File: config.mk
export PLATFORM = sky130hd
export DESIGN_NAME = pdmc_ctrl
export DESIGN_NICKNAME = d
export VERILOG_FILES = /design/src/hw/pdmc_pkg.sv /design/src/hw/pdmc_sync.sv /design/src/hw/pdmc_ctrl.sv
export SDC_FILE = /design/constraint.sdc
export NUM_CORES = 1
export LEC_CHECK = 0
export BUFFER_PORTS_ARGS = -buffer_cell sky130_fd_sc_hd__buf_2
export CAP_MARGIN = 20
export CELL_PAD_IN_SITES_DETAIL_PLACEMENT = 0
export CELL_PAD_IN_SITES_GLOBAL_PLACEMENT = 2
export CORE_ASPECT_RATIO = 0.6
export CORE_MARGIN = 2
export CORE_UTILIZATION = 30
export DETAILED_ROUTE_END_ITERATION = 12
export GPL_TIMING_DRIVEN = 0
export PLACE_DENSITY = 0.78
export RECOVER_POWER = 50
export SETUP_SLACK_MARGIN = 0.4
export SYNTH_ARGS = -nofsm -noshare
export SYNTH_HDL_FRONTEND = slang
export SYNTH_SLANG_ARGS = --single-unit
File: constraint.sdc
create_clock -name sys_clk -period 2.2 [get_ports sys_clk]
set_clock_uncertainty 0.1 [all_clocks]
set_input_delay 0.11 -clock sys_clk [delete_from_list [all_inputs] [get_ports sys_clk]]
set_output_delay 0.11 -clock sys_clk [all_outputs]
set_load 0.01 [all_outputs]
File: src/hw/pdmc_pkg.sv
// Package of constants and carriers for the power-down mode controller
package pdmc_pkg;
	localparam int SETTLE_SEL_W = 3;
	localparam int SETTLE_CNT_W = 18;
	localparam int KEY_W = 8;
	localparam int IRQ_W = 3;
	localparam logic [SETTLE_SEL_W-1:0] SETTLE_SEL_RST = 3'h0;
	localparam logic [SETTLE_CNT_W-1:0] SETTLE_STATES_0 = 18'h02000;
	localparam logic [SETTLE_CNT_W-1:0] SETTLE_STATES_1 = 18'h04000;
	localparam logic [SETTLE_CNT_W-1:0] SETTLE_STATES_2 = 18'h08000;
	localparam logic [SETTLE_CNT_W-1:0] SETTLE_STATES_3 = 18'h10000;
	localparam logic [SETTLE_CNT_W-1:0] SETTLE_STATES_4 = 18'h20000;
	localparam int SYNC_STAGES = 3;

	typedef enum logic [4:0] {
		PDMC_RUN = 5'h01,
		PDMC_SLEEP = 5'h02,
		PDMC_SW_STANDBY = 5'h04,
		PDMC_SETTLE = 5'h08,
		PDMC_HW_STANDBY = 5'h10
	} pdmc_state_e;

	// Wake sources sampled from pins
	typedef struct packed {
		logic nmi_n;
		logic [IRQ_W-1:0] irq_n;
		logic [KEY_W-1:0] key_n;
		logic chip_init_n;
		logic hw_standby_n;
	} pdmc_pins_s;

	// Controls handed to the rest of the chip
	typedef struct packed {
		logic clk_run;
		logic cpu_halt;
		logic cpu_regs_keep;
		logic mod_clk_run;
		logic mod_init;
		logic ports_hiz;
		logic reset_seq;
	} pdmc_ctl_s;
endpackage : pdmc_pkg

File: src/hw/pdmc_sync.sv
// Three-stage pin synchroniser with agreement filter
`timescale 1ns/1ps
module pdmc_sync #(
	parameter int W = 1,
	parameter logic [W-1:0] INIT = '1
) (
	input wire logic sys_clk,
	input wire logic srst,
	input wire logic [W-1:0] pin_in,
	output logic [W-1:0] pin_out
);
	logic [W-1:0] s1_q, s2_q, s3_q, out_q;
	logic [W-1:0] s1_d, s2_d, s3_d, out_d;

	always_comb begin
		s1_d = pin_in;
		s2_d = s1_q;
		s3_d = s2_q;
		out_d = out_q;
		// A change counts only once the last two stages agree
		for (int i = 0; i < W; i++) begin
			if (s2_q[i] == s3_q[i]) begin
				out_d[i] = s3_q[i];
			end
		end
	end

	always_ff @(posedge sys_clk) begin
		if (srst) begin
			s1_q <= INIT;
			s2_q <= INIT;
			s3_q <= INIT;
			out_q <= INIT;
		end else begin
			s1_q <= s1_d;
			s2_q <= s2_d;
			s3_q <= s3_d;
			out_q <= out_d;
		end
	end

	assign pin_out = out_q;
endmodule : pdmc_sync

File: src/hw/pdmc_ctrl.sv
// Power-down mode controller: sleep, software standby and hardware standby
// Function
// - Three low-power modes: sleep, software, hardware standby
// - Halt with select clear enters sleep
// - Sleep exits on interrupt, init or standby pin
// - Select set plus halt enters software standby
// - Software standby stops clock, initialises modules
// - Software standby exits on NMI, IRQ, keys, pins
// - Standby pin low forces hardware standby
// - Hardware standby loses CPU state, ports high-Z while standby pin low
// - Leave hardware standby: pin high, init pulse
// - Select bit chooses sleep or software standby
// - Settle field sets wake delay in states
// - Select bit stays set after interrupt wake
// - Init pin in standby restarts oscillator, then reset
`timescale 1ns/1ps
module pdmc_ctrl (
	input wire logic sys_clk,
	input wire logic srst,
	input wire logic halt_exec,
	input wire logic irq_pending,
	input wire logic select_wr,
	input wire logic select_wdata,
	input wire logic [pdmc_pkg::SETTLE_SEL_W-1:0] settle_sel_wdata,
	input wire logic nmi_pin_n,
	input wire logic [pdmc_pkg::IRQ_W-1:0] irq_pin_n,
	input wire logic [pdmc_pkg::KEY_W-1:0] key_sense_inputs,
	input wire logic chip_init_pin_n,
	input wire logic hw_standby_pin_n,
	output logic standby_select_bit,
	output logic [pdmc_pkg::SETTLE_SEL_W-1:0] wake_settle_select,
	output pdmc_pkg::pdmc_ctl_s ctl,
	output pdmc_pkg::pdmc_state_e mode,
	output logic wake_irq
);
	localparam int PW = 1 + pdmc_pkg::IRQ_W + pdmc_pkg::KEY_W + 2;

	pdmc_pkg::pdmc_pins_s pins_raw, pins;
	pdmc_pkg::pdmc_state_e state_q, state_d;
	logic [pdmc_pkg::SETTLE_CNT_W-1:0] cnt_q, cnt_d;
	logic sel_q, sel_d;
	logic [pdmc_pkg::SETTLE_SEL_W-1:0] settle_sel_q, settle_sel_d;
	logic init_seen_q, init_seen_d;
	logic wake_irq_q, wake_irq_d;
	logic [PW-1:0] pins_vec;
	logic ext_wake;
	logic reset_exit;

	// Settle length for a select code; 11x is prohibited and held at the longest
	function automatic logic [pdmc_pkg::SETTLE_CNT_W-1:0] settle_len(input logic [2:0] code);
		case (code)
			3'h0: settle_len = pdmc_pkg::SETTLE_STATES_0;
			3'h1: settle_len = pdmc_pkg::SETTLE_STATES_1;
			3'h2: settle_len = pdmc_pkg::SETTLE_STATES_2;
			3'h3: settle_len = pdmc_pkg::SETTLE_STATES_3;
			default: settle_len = pdmc_pkg::SETTLE_STATES_4;
		endcase
	endfunction : settle_len

	assign pins_raw = {nmi_pin_n, irq_pin_n, key_sense_inputs, chip_init_pin_n, hw_standby_pin_n};

	pdmc_sync #(
		.W(PW),
		.INIT({PW{1'b1}})
	) u_sync (
		.sys_clk(sys_clk),
		.srst(srst),
		.pin_in(pins_raw),
		.pin_out(pins_vec)
	);

	assign pins = pins_vec;
	assign ext_wake = !pins.nmi_n || !(&pins.irq_n) || !(&pins.key_n);

	// Standby pin must be high too, else a fresh standby entry would pass for a reset exit
	assign reset_exit = state_q == pdmc_pkg::PDMC_HW_STANDBY && pins.hw_standby_n && pins.chip_init_n
		&& init_seen_q;

	always_comb begin
		state_d = state_q;
		cnt_d = cnt_q;
		init_seen_d = init_seen_q;
		wake_irq_d = 1'b0;
		if (!pins.hw_standby_n) begin
			state_d = pdmc_pkg::PDMC_HW_STANDBY;
			init_seen_d = 1'b0;
		end else begin
			case (state_q)
				pdmc_pkg::PDMC_RUN: begin
					if (halt_exec) begin
						state_d = sel_q ? pdmc_pkg::PDMC_SW_STANDBY : pdmc_pkg::PDMC_SLEEP;
					end
				end
				pdmc_pkg::PDMC_SLEEP: begin
					if (!pins.chip_init_n) begin
						state_d = pdmc_pkg::PDMC_HW_STANDBY;
						init_seen_d = 1'b1;
					end else if (irq_pending) begin
						state_d = pdmc_pkg::PDMC_RUN;
						wake_irq_d = 1'b1;
					end
				end
				pdmc_pkg::PDMC_SW_STANDBY: begin
					if (!pins.chip_init_n) begin
						// Reuse the reset hold path; oscillator restarts while pin low
						state_d = pdmc_pkg::PDMC_HW_STANDBY;
						init_seen_d = 1'b1;
					end else if (ext_wake) begin
						state_d = pdmc_pkg::PDMC_SETTLE;
						cnt_d = settle_len(settle_sel_q);
					end
				end
				pdmc_pkg::PDMC_SETTLE: begin
					if (!pins.chip_init_n) begin
						state_d = pdmc_pkg::PDMC_HW_STANDBY;
						init_seen_d = 1'b1;
					end else if (cnt_q <= 18'h00001) begin
						state_d = pdmc_pkg::PDMC_RUN;
						wake_irq_d = 1'b1;
					end else begin
						cnt_d = cnt_q - 18'h00001;
					end
				end
				pdmc_pkg::PDMC_HW_STANDBY: begin
					// Standby pin already high here; wait for an init pulse
					if (!pins.chip_init_n) begin
						init_seen_d = 1'b1;
					end else if (reset_exit) begin
						state_d = pdmc_pkg::PDMC_RUN;
						init_seen_d = 1'b0;
					end
				end
				default: state_d = pdmc_pkg::PDMC_RUN;
			endcase
		end
	end

	always_ff @(posedge sys_clk) begin
		if (srst) begin
			state_q <= pdmc_pkg::PDMC_RUN;
			cnt_q <= '0;
			init_seen_q <= 1'b0;
			wake_irq_q <= 1'b0;
		end else begin
			state_q <= state_d;
			cnt_q <= cnt_d;
			init_seen_q <= init_seen_d;
			wake_irq_q <= wake_irq_d;
		end
	end

	// Writes outside run are dropped silently; a prohibited code is kept as written
	always_comb begin
		sel_d = sel_q;
		settle_sel_d = settle_sel_q;
		if (reset_exit) begin
			sel_d = 1'b0;
			settle_sel_d = pdmc_pkg::SETTLE_SEL_RST;
		end else if (select_wr && state_q == pdmc_pkg::PDMC_RUN) begin
			sel_d = select_wdata;
			settle_sel_d = settle_sel_wdata;
		end
	end

	always_ff @(posedge sys_clk) begin
		if (srst) begin
			sel_q <= 1'b0;
			settle_sel_q <= pdmc_pkg::SETTLE_SEL_RST;
		end else begin
			sel_q <= sel_d;
			settle_sel_q <= settle_sel_d;
		end
	end

	// Per-mode controls of clock, CPU, modules and ports
	always_comb begin
		ctl = '0;
		ctl.clk_run = 1'b1;
		ctl.mod_clk_run = 1'b1;
		ctl.cpu_regs_keep = 1'b1;
		case (state_q)
			pdmc_pkg::PDMC_RUN: begin
				ctl.cpu_halt = 1'b0;
			end
			pdmc_pkg::PDMC_SLEEP: begin
				// Modules and clock keep running, only the CPU waits
				ctl.cpu_halt = 1'b1;
			end
			pdmc_pkg::PDMC_SW_STANDBY: begin
				ctl.clk_run = 1'b0;
				ctl.mod_clk_run = 1'b0;
				ctl.cpu_halt = 1'b1;
				ctl.mod_init = 1'b1;
			end
			pdmc_pkg::PDMC_SETTLE: begin
				// Oscillator runs, but nothing is clocked until the count ends
				ctl.clk_run = 1'b1;
				ctl.mod_clk_run = 1'b0;
				ctl.cpu_halt = 1'b1;
				ctl.mod_init = 1'b1;
			end
			pdmc_pkg::PDMC_HW_STANDBY: begin
				ctl.clk_run = init_seen_q;
				ctl.mod_clk_run = 1'b0;
				ctl.cpu_halt = 1'b1;
				ctl.cpu_regs_keep = 1'b0;
				ctl.mod_init = 1'b1;
				ctl.ports_hiz = !pins.hw_standby_n;
				ctl.reset_seq = reset_exit;
			end
			default: begin
				ctl.cpu_halt = 1'b0;
			end
		endcase
	end

	assign mode = state_q;
	assign standby_select_bit = sel_q;
	assign wake_settle_select = settle_sel_q;
	assign wake_irq = wake_irq_q;
endmodule : pdmc_ctrl

# ---- After elaboration in Yosys (flattened, before gate mapping)
# Index checks and enable logic that the tools add are counted.
dict set report word_totals {
  register_bits 85
  input_bits 23
}
dict set report classes {
  n_mux 32
  eq_ne 40
  n_bitwise 1
  magnitude_cmp 1
  addsub 1
  reduce_logical 24
}
# op count
set op_table {}
lappend op_table {{$mux 18} 4}
lappend op_table {{$pmux 18 s4} 1}
lappend op_table {{$mux 5} 10}
lappend op_table {{$pmux 18 s2} 1}
lappend op_table {{$pmux 5 s5} 1}
lappend op_table {{$le 18x1->1 const B} 1}
lappend op_table {{$ne 3x3->1 const B} 6}
lappend op_table {{$reduce_and 6->1} 3}
lappend op_table {{$sub 18x1->18 const B} 1}
lappend op_table {{$eq 1x1->1} 14}
lappend op_table {{$ne 4x4->1 const B} 3}
lappend op_table {{$ne 2x2->1 const B} 5}
lappend op_table {{$mux 1} 9}
lappend op_table {{$reduce_and 8->1} 1}
lappend op_table {{$eq 3x2->1 const B} 2}
lappend op_table {{$ne 2x1->1 const B} 3}
lappend op_table {{$pmux 1 s2} 3}
lappend op_table {{$reduce_and 3->1} 2}
lappend op_table {{$reduce_or 3->1} 2}
lappend op_table {{$eq 5x1->1 const B} 1}
lappend op_table {{$eq 5x2->1 const B} 1}
lappend op_table {{$eq 5x3->1 const B} 1}
lappend op_table {{$eq 5x4->1 const B} 1}
lappend op_table {{$eq 5x5->1 const B} 1}
lappend op_table {{other kinds (12)} 22}

# ---- Longest topological paths before layout
# Gate-level depths: netlist of the first run.
dict set report logic_depth {
  word_depth 8
  depth_mapped 8
  depth_no_buf 7
}

# ---- By module
# A second synthesis of the first run with hierarchy kept.
dict set report hier_totals {
  cells_unflattened 382
  hier_area_um2 3447.1
}
# mod instances cells_per_inst seq_area_each_um2 area_per_inst_um2
set modules_own_cells {}
lappend modules_own_cells {pdmc_ctrl 1 236 580.6 1781.7}
lappend modules_own_cells {pdmc_sync 1 146 1121.1 1665.3}

# ---- Worst setup path after synthesis of the first run
# Ideal clock, no wire load.
dict set report synth_path {
  path_type {register -> register}
  from {reg state_q[3] (netlist: mode[3])}
  to {reg cnt_q[14] (netlist name)}
  period_less_slack_ps 2326
  path_slack_ps -126
  stages_incl_launch_ff 8
  arrival_ps 2108
  n_path_buf 2
  path_cell_list {dfxtp_1 > buf_2 > or4b_2 > nor2_1 > a211o_1 > buf_2 > nor3_1 > o221a_1}
}
dict set report synth_between {
  elab_chain_cells 3
  elab_cells_between_ends 9
}
# element line_no
set synth_lines {}
lappend synth_lines {{from (decl)} pdmc_ctrl.sv:39} ;# pdmc_pkg::pdmc_state_e state_q, state_d;
lappend synth_lines {{from (signal assigned)} pdmc_ctrl.sv:140} ;# state_q <= pdmc_pkg::PDMC_RUN;
lappend synth_lines {{from (signal assigned)} pdmc_ctrl.sv:145} ;# state_q <= state_d;
lappend synth_lines {{$eq 5x4->1 or $eq 5x3->1 (tied branches)} pdmc_ctrl.sv:88} ;# case (state_q)
lappend synth_lines {{$ne 2x1->1 (no source line), or another cell as far along} n/a}
lappend synth_lines {{$reduce_and 6->1 (no source line)} n/a}
lappend synth_lines {{to (signal assigned)} pdmc_ctrl.sv:146} ;# cnt_q <= cnt_d;
lappend synth_lines {{to (decl)} pdmc_ctrl.sv:40} ;# logic [pdmc_pkg::SETTLE_CNT_W-1:0] cnt_q, cnt_d;
# Several ways; a longest one is shown, not always the timed one.
# A chain may end at the register's enable or synchronous reset.

# ---- Worst setup path after layout of the first run
dict set report layout_path {
  from {reg cnt_q[5] (netlist name)}
  to {reg cnt_q[14] (netlist name)}
}
dict set report layout_between {
  elab_chain_cells 4
  elab_cells_between_ends 7
}
# element line_no
set layout_lines {}
lappend layout_lines {{$sub 18x1->18} pdmc_ctrl.sv:121} ;# cnt_d = cnt_q - 18'h00001;
lappend layout_lines {{$mux 18} pdmc_ctrl.sv:117} ;# end else if (cnt_q <= 18'h00001) begin
lappend layout_lines {{$mux 18} pdmc_ctrl.sv:114} ;# if (!pins.chip_init_n) begin
lappend layout_lines {{$pmux 18 s2} pdmc_ctrl.sv:88}
# Several ways; a longest one is shown, not always the timed one. The select of a mux whose other input is x is not followed.

==> results of run 1 <==
-- worst paths after layout --
kind	to	slack, ps
max reg2reg	cnt_q[14]	-130
min reg2reg	u_sync.s2_q[1]	310
max	cnt_q[14]	-130
min	mode[0]	20
-- sequential cells by signal, indices dropped and copies added, names as in the netlist --
| signal | count |
|---|---|
| mode | 5 |
| u_sync.s2_q | 14 |
| u_sync.pin_out | 14 |
| wake_irq | 1 |
| u_sync.s3_q | 14 |
| init_seen_q | 1 |
| u_sync.s1_q | 14 |
| standby_select_bit | 1 |
| wake_settle_select | 3 |
| cnt_q | 18 |
-- cell type report --
type	count	area (sq um)	share of cell area
plain buffers	21	146	0.0301
clock buffers	11	253	0.0520
clock inverters	5	65.1	0.0134
inverters	12	45.0	0.00926
multi-input cells	266	1820	0.374
flip-flops and latches	85	1710	0.352
well taps	160	200	0.0412
repair buffers	78	622	0.128
-- power by group --
| part | internal (mW) | switching, mW | leakage, nW |
|---|---|---|---|
| clock | 0.954 | 0.637 | 0.157 |
| sequential | 1.62 | 0.0797 | 0.699 |
| combinational | 0.397 | 0.427 | 1.11 |
| total | 2.97 | 1.14 | 1.96 |
-- kinds of logic (layout without fill, tap and decap cells) --
kind of cell	after synthesis	after routing
fa+ha+maj	2	2
xor+xnor	2	2
compound gates	99	99
flops	85	85
mux	3	3
buf+inv	33	127
simple gates	160	160
-- cells in the mapped netlist (all sizes together), types with 2 or more instances --
| cell | number | area (sq um) |
|---|---|---|
| a211o | 3 | 26.3 |
| a211oi | 3 | 22.5 |
| a21oi | 39 | 195 |
| a22oi | 2 | 15.0 |
| a31oi | 5 | 31.3 |
| and2 | 2 | 12.5 |
| and4b | 2 | 20.0 |
| buf | 8 | 46.3 |
| clkbuf | 13 | 48.8 |
| dfxtp | 85 | 1700 |
| ha | 2 | 25.0 |
| inv | 11 | 41.3 |
| mux2i | 3 | 30.0 |
| nand2 | 20 | 75.1 |
| nand2b | 3 | 18.8 |
| nand3 | 9 | 45.0 |
| nand3b | 4 | 30.0 |
| nand4 | 6 | 37.5 |
| nor2 | 32 | 120 |
| nor2b | 2 | 12.5 |
| nor3 | 9 | 56.3 |
| nor4 | 3 | 18.8 |
| o21ai | 6 | 30.0 |
| o21bai | 15 | 113 |
| o311ai | 3 | 26.3 |
| o31ai | 14 | 105 |
| or2 | 43 | 269 |
| or3 | 4 | 25.0 |
| or3b | 2 | 17.5 |
| or4 | 11 | 86.3 |
| or4b | 2 | 23.8 |
| xor2 | 2 | 17.5 |
-- repair_timing --
action | in CTS | in global routing
hold buffers | 19 | 0
gates cloned | 2 | 0
setup endpoints to repair | 35 | 34
pin swaps | 9 | 13
buffers inserted | 11 | 7
resized for setup | 62 | 27
endpoints found under the hold margin | 18 | 0
-- metal layers --
| layer | global-route usage | share of wire | vias to the layer above |
|---|---|---|---|
| li1 | - | - | 1560 |
| met1 | 0.242 | 0.54 | 1522 |
| met2 | 0.217 | 0.39 | 79 |
| met3 | 0.0390 | 0.053 | 8 |
| met4 | 0.0504 | 0.010 | 0 |
| met5 | 0 | 0 | - |
-- critical path: stages (launching register included) --
cell and delay, ps:
dfxtp_2 340, or4_4 520, or4_4 540, nor3_4 210
buf_12 150, buf_8 110, nor3_4 30, o221a_1 200
==> flow_summary.json, run 1 <==
{
  "hold_path_depth": 3,
  "ys_seq_area_frac": 0.489,
  "total_power_mw": 4.12,
  "synth-compound-area-share": 0.186,
  "ys.warnings.count": 0,
  "syn_area_sq_um": 3480,
  "die_h_um": 87.4,
  "cp_max_fo": 5,
  "cts_buffer_depth": 2,
  "startpoint_type": "flop",
  "area_delta_synth_final_pct": 39.7,
  "dp_hpwl_um": 6430,
  "syn_inst": 384,
  "clk_latency_ps": 340,
  "dp.cells": 583,
  "crit_type": "reg -> reg",
  "fmax_ghz": 0.430,
  "drive_gt1_frac": 0.362,
  "rr_worst_depth": 7,
  "synth_xor_area_frac": 0.00503,
  "max_cap_viol_count": 0,
  "cts_tree": "done",
  "core-area_sq_um": 11300,
  "fin_crit_sh": 1.06,
  "nets": 498,
  "grt_pass1_wl_um": 15300,
  "power.leakage_nw": 1.96,
  "clkSlewWorstSetupHoldPaths_ps": 70,
  "drc": 0,
  "yosys-mux-area-fraction": 0.00863,
  "final_util": 0.430,
  "gp_congestion": 0.823,
  "drt-initial-drc-count": 195,
  "fin_area_sq_um": 4860,
  "async_flop_share": 0,
  "required_ps": 2330,
  "worstHoldStart": "halt_exec",
  "cp_data_arrival_time_ps": 2450,
  "vias": 3169,
  "io_buffer_count": 39,
  "grt_use_total": 0.160,
  "crit_path_start": "cnt_q[5]",
  "status": "finished, violations left",
  "n_fill_cell": 1081,
  "final_common_cell": "dfxtp_1",
  "start_util": 0.308,
  "grt_max_degree": 16,
  "avgSynthCellArea_sq_um": 9.06,
  "worst_pin_slew_ps": 600,
  "n_antenna_cell": 0,
  "viasPerCell": 4.97,
  "place_ws_ps": -354,
  "grt_remaining_overflow": 0,
  "synth_fa_ha_area_frac": 0.00719,
  "final_cells": 638,
  "die_w_um": 143,
  "detail_route.wl_per_cell_um": 14.5,
  "drtPass1Iterations": 5,
  "rsz0062_at_grt": "true",
  "max-vdd-ir-drop_mv": 0.601,
  "period_needed_ps": 2330,
  "htree_levels": 3,
  "setup-violations-final": 21,
  "violations": "setup timing",
  "postPlaceCellArea_sq_um": 3900,
  "drv_slew": 0,
  "ys_seq_elements": 85,
  "io_pins": 40,
  "die_area_sq_um": 12500,
  "grt_pass1_vias": 2894,
  "synth_top_family_by_area": "simple AND/OR/NAND/NOR gates",
  "row_count": 30,
  "final_cell_mix": "dfxtp_1 (76), or2_2 (43), a21oi_1 (39), buf_2 (33), nor2_1 (27)",
  "cp-end-kind": "flop",
  "hold_viol": 0,
  "syn_nets": 409,
  "antenna_found_initial": 0,
  "cts_num_sinks": 85,
  "min_path_type": "in -> reg",
  "yosys.area_share.simple": 0.264,
  "synth-edff-count": 0,
  "worst_r2r_startpoint": "cnt_q[5]",
  "ant_nets": 0,
  "clockRootBuffer": "clkbuf_16",
  "numCtsBuffers": 9,
  "routed_wl_um": 9250,
  "relSlewSlack": 0.600,
  "fin_hold_ws_ps": 22.9,
  "cellPowerDensity_nw_per_um2": 846,
  "synth_cell_types": 56,
  "synthFlopType": "dfxtp_1",
  "setup_ws_ps": -126,
  "fin_setup_tns_ps": -1350
}
No activity file was read; power rests on OpenSTA's default activity.
==> inputs of run 2 (changes only) <==
--- a/config.mk
+++ b/config.mk
@@ -13,7 +13,6 @@
 export CORE_MARGIN = 2
 export CORE_UTILIZATION = 30
 export DETAILED_ROUTE_END_ITERATION = 12
-export GPL_TIMING_DRIVEN = 0
 export PLACE_DENSITY = 0.78
 export RECOVER_POWER = 50
 export SETUP_SLACK_MARGIN = 0.4
==> flow_summary.json, run 2 (synthesis results as in run 1) <==
{
  "status": "finished clean",
  "n_fill_cell": 1130,
  "min_path_type": "in -> reg",
  "routed_wl_um": 8710,
  "detail_route.wl_per_cell_um": 13.5,
  "ant_nets": 0,
  "die_area_sq_um": 12500,
  "dp_hpwl_um": 6000,
  "max_stage_delay_ps": 530,
  "final_cell_mix": "dfxtp_1 (79), or2_2 (43), buf_4 (40), a21oi_1 (37), buf_2 (32)",
  "clockRootBuffer": "clkbuf_16",
  "cp_data_arrival_time_ps": 2330,
  "grt_pass1_vias": 2967,
  "hold_viol": 0,
  "cts_buffer_depth": 2,
  "start_util": 0.308,
  "grt_pass1_wl_um": 14300,
  "grt_max_degree": 62,
  "clk_latency_ps": 340,
  "power.leakage_nw": 2.00,
  "htree_levels": 3,
  "nets": 505,
  "drc": 0,
  "grt_use_total": 0.148,
  "clkSlewWorstSetupHoldPaths_ps": 70,
  "ff_latch_area_sq_um": 1720,
  "io_pins": 40,
  "largest_reg_flops": 18,
  "cellPowerDensity_nw_per_um2": 806,
  "max_cap_viol_count": 0,
  "crit_type": "reg -> reg",
  "rsz0062_at_grt": "true",
  "startpoint_type": "flop",
  "dr_wl_met3_um": 389,
  "worst_pin_slew_ps": 488,
  "row_count": 30,
  "grt_remaining_overflow": 0,
  "die_h_um": 87.4,
  "final_common_cell": "dfxtp_1",
  "viasPerCell": 4.79,
  "final_util": 0.434,
  "cp-end-kind": "flop",
  "core-area_sq_um": 11300,
  "setup-violations-final": 0,
  "drive_gt1_frac": 0.381,
  "gp_congestion": 0.808,
  "cts_tree": "done",
  "multi_input_area_sq_um": 1820,
  "worstPathCellList": "or4_4, or4b_4, nor3_4, buf_6, nor3_2, o221a_1",
  "drtPass1Iterations": 4,
  "antenna_found_initial": 0,
  "required_ps": 2330,
  "drv_slew": 0,
  "io_buffer_count": 39,
  "dr_wl_met2_um": 3660,
  "max-vdd-ir-drop_mv": 0.381,
  "top_register": "cnt_q",
  "die_w_um": 143,
  "top_layer": "met4",
  "relSlewSlack": 0.675,
  "drt-initial-drc-count": 160,
  "area_delta_synth_final_pct": 40.8,
  "cts_num_sinks": 85,
  "numCtsBuffers": 9,
  "fmax_ghz": 0.456,
  "n_antenna_cell": 0,
  "fin_crit_sh": 0.997,
  "dp.cells": 606,
  "cp_max_fo": 7,
  "vias": 3089,
  "final_cells": 645,
  "cp_slowest_cell": "or4_4",
  "period_needed_ps": 2190,
  "drt-met1-wl_um": 4550
}
run 2: cell types whose count changed in the layout (fill, tap and decap cells not counted), sizes merged:
cell / change
buf: +21
clkbuf: -16
bufinv: -1
clkinv: -1
inv: +2
clkinvlp: +2
run 2: where the power goes:
group	switching (mW)	internal (mW)	total (mW)
Sequential	0.0851	1.62	1.70
Clock	0.677	0.793	1.47
Combinational	0.391	0.388	0.779
run 2: layer usage:
metal  up-vias  track usage
met4         0       0.0531
li1       1581            -
met1      1433        0.207
met3        11       0.0396
met2        64        0.219
met5         -            0
run 2: layout make-up:
cell class / count / area share
Clock buffer: 9 / 0.0460
Clock inverter: 7 / 0.0130
Inverter: 12 / 0.00919
Multi-Input combinational cell: 266 / 0.372
Sequential cell: 85 / 0.350
Tap cell: 160 / 0.0408
Timing Repair Buffer: 106 / 0.169
run 2: metrics by stage:
| step | worst slack [ps] | hold slack (ps) | instance area [sq um] | power, mW | TNS, ps |
|---|---|---|---|---|---|
| after floorplan | -42.1 | 114 | 3510 | 2.13 | -42.1 |
| after global placement | -56.8 | 193 | 4150 | 2.36 | -194 |
| after detailed placement | -94.0 | 194 | 4150 | 2.38 | -545 |
| after CTS | 4.51 | 18.6 | 4770 | 3.91 | 0 |
| after global routing | -96.1 | 21.0 | 4900 | 4.14 | -834 |
| final | 5.67 | 3.46 | 4900 | 3.95 | 0 |
run 2: critical path, delay by kind of cell (launching register included):
| family | cells | cell delay (ps) |
|---|---|---|
| and+or+nand+nor | 4 | 1300 |
| AOI/OAI and AO/OA | 1 | 190 |
| DFF | 1 | 320 |
| buffers and inverters | 1 | 170 |
run 2: timing repair:
action / in CTS / in global routing
hold endpoints to repair: 18 / 0
endpoints found under the setup margin: 29 / 34
buffers inserted: 3 / 1
hold buffers: 19 / 0
resized for setup: 30 / 32
pin swaps: 11 / 5
run 2: worst paths after layout:
check                     to  slack [ps]  cells past startpoint       startpoint
max                cnt_q[14]           6                      6        cnt_q[10]
min reg2reg  u_sync.s2_q[13]         310                      1  u_sync.s1_q[13]
min                cnt_q[15]           3                      2             srst
max reg2reg        cnt_q[14]           6                      6        cnt_q[10]
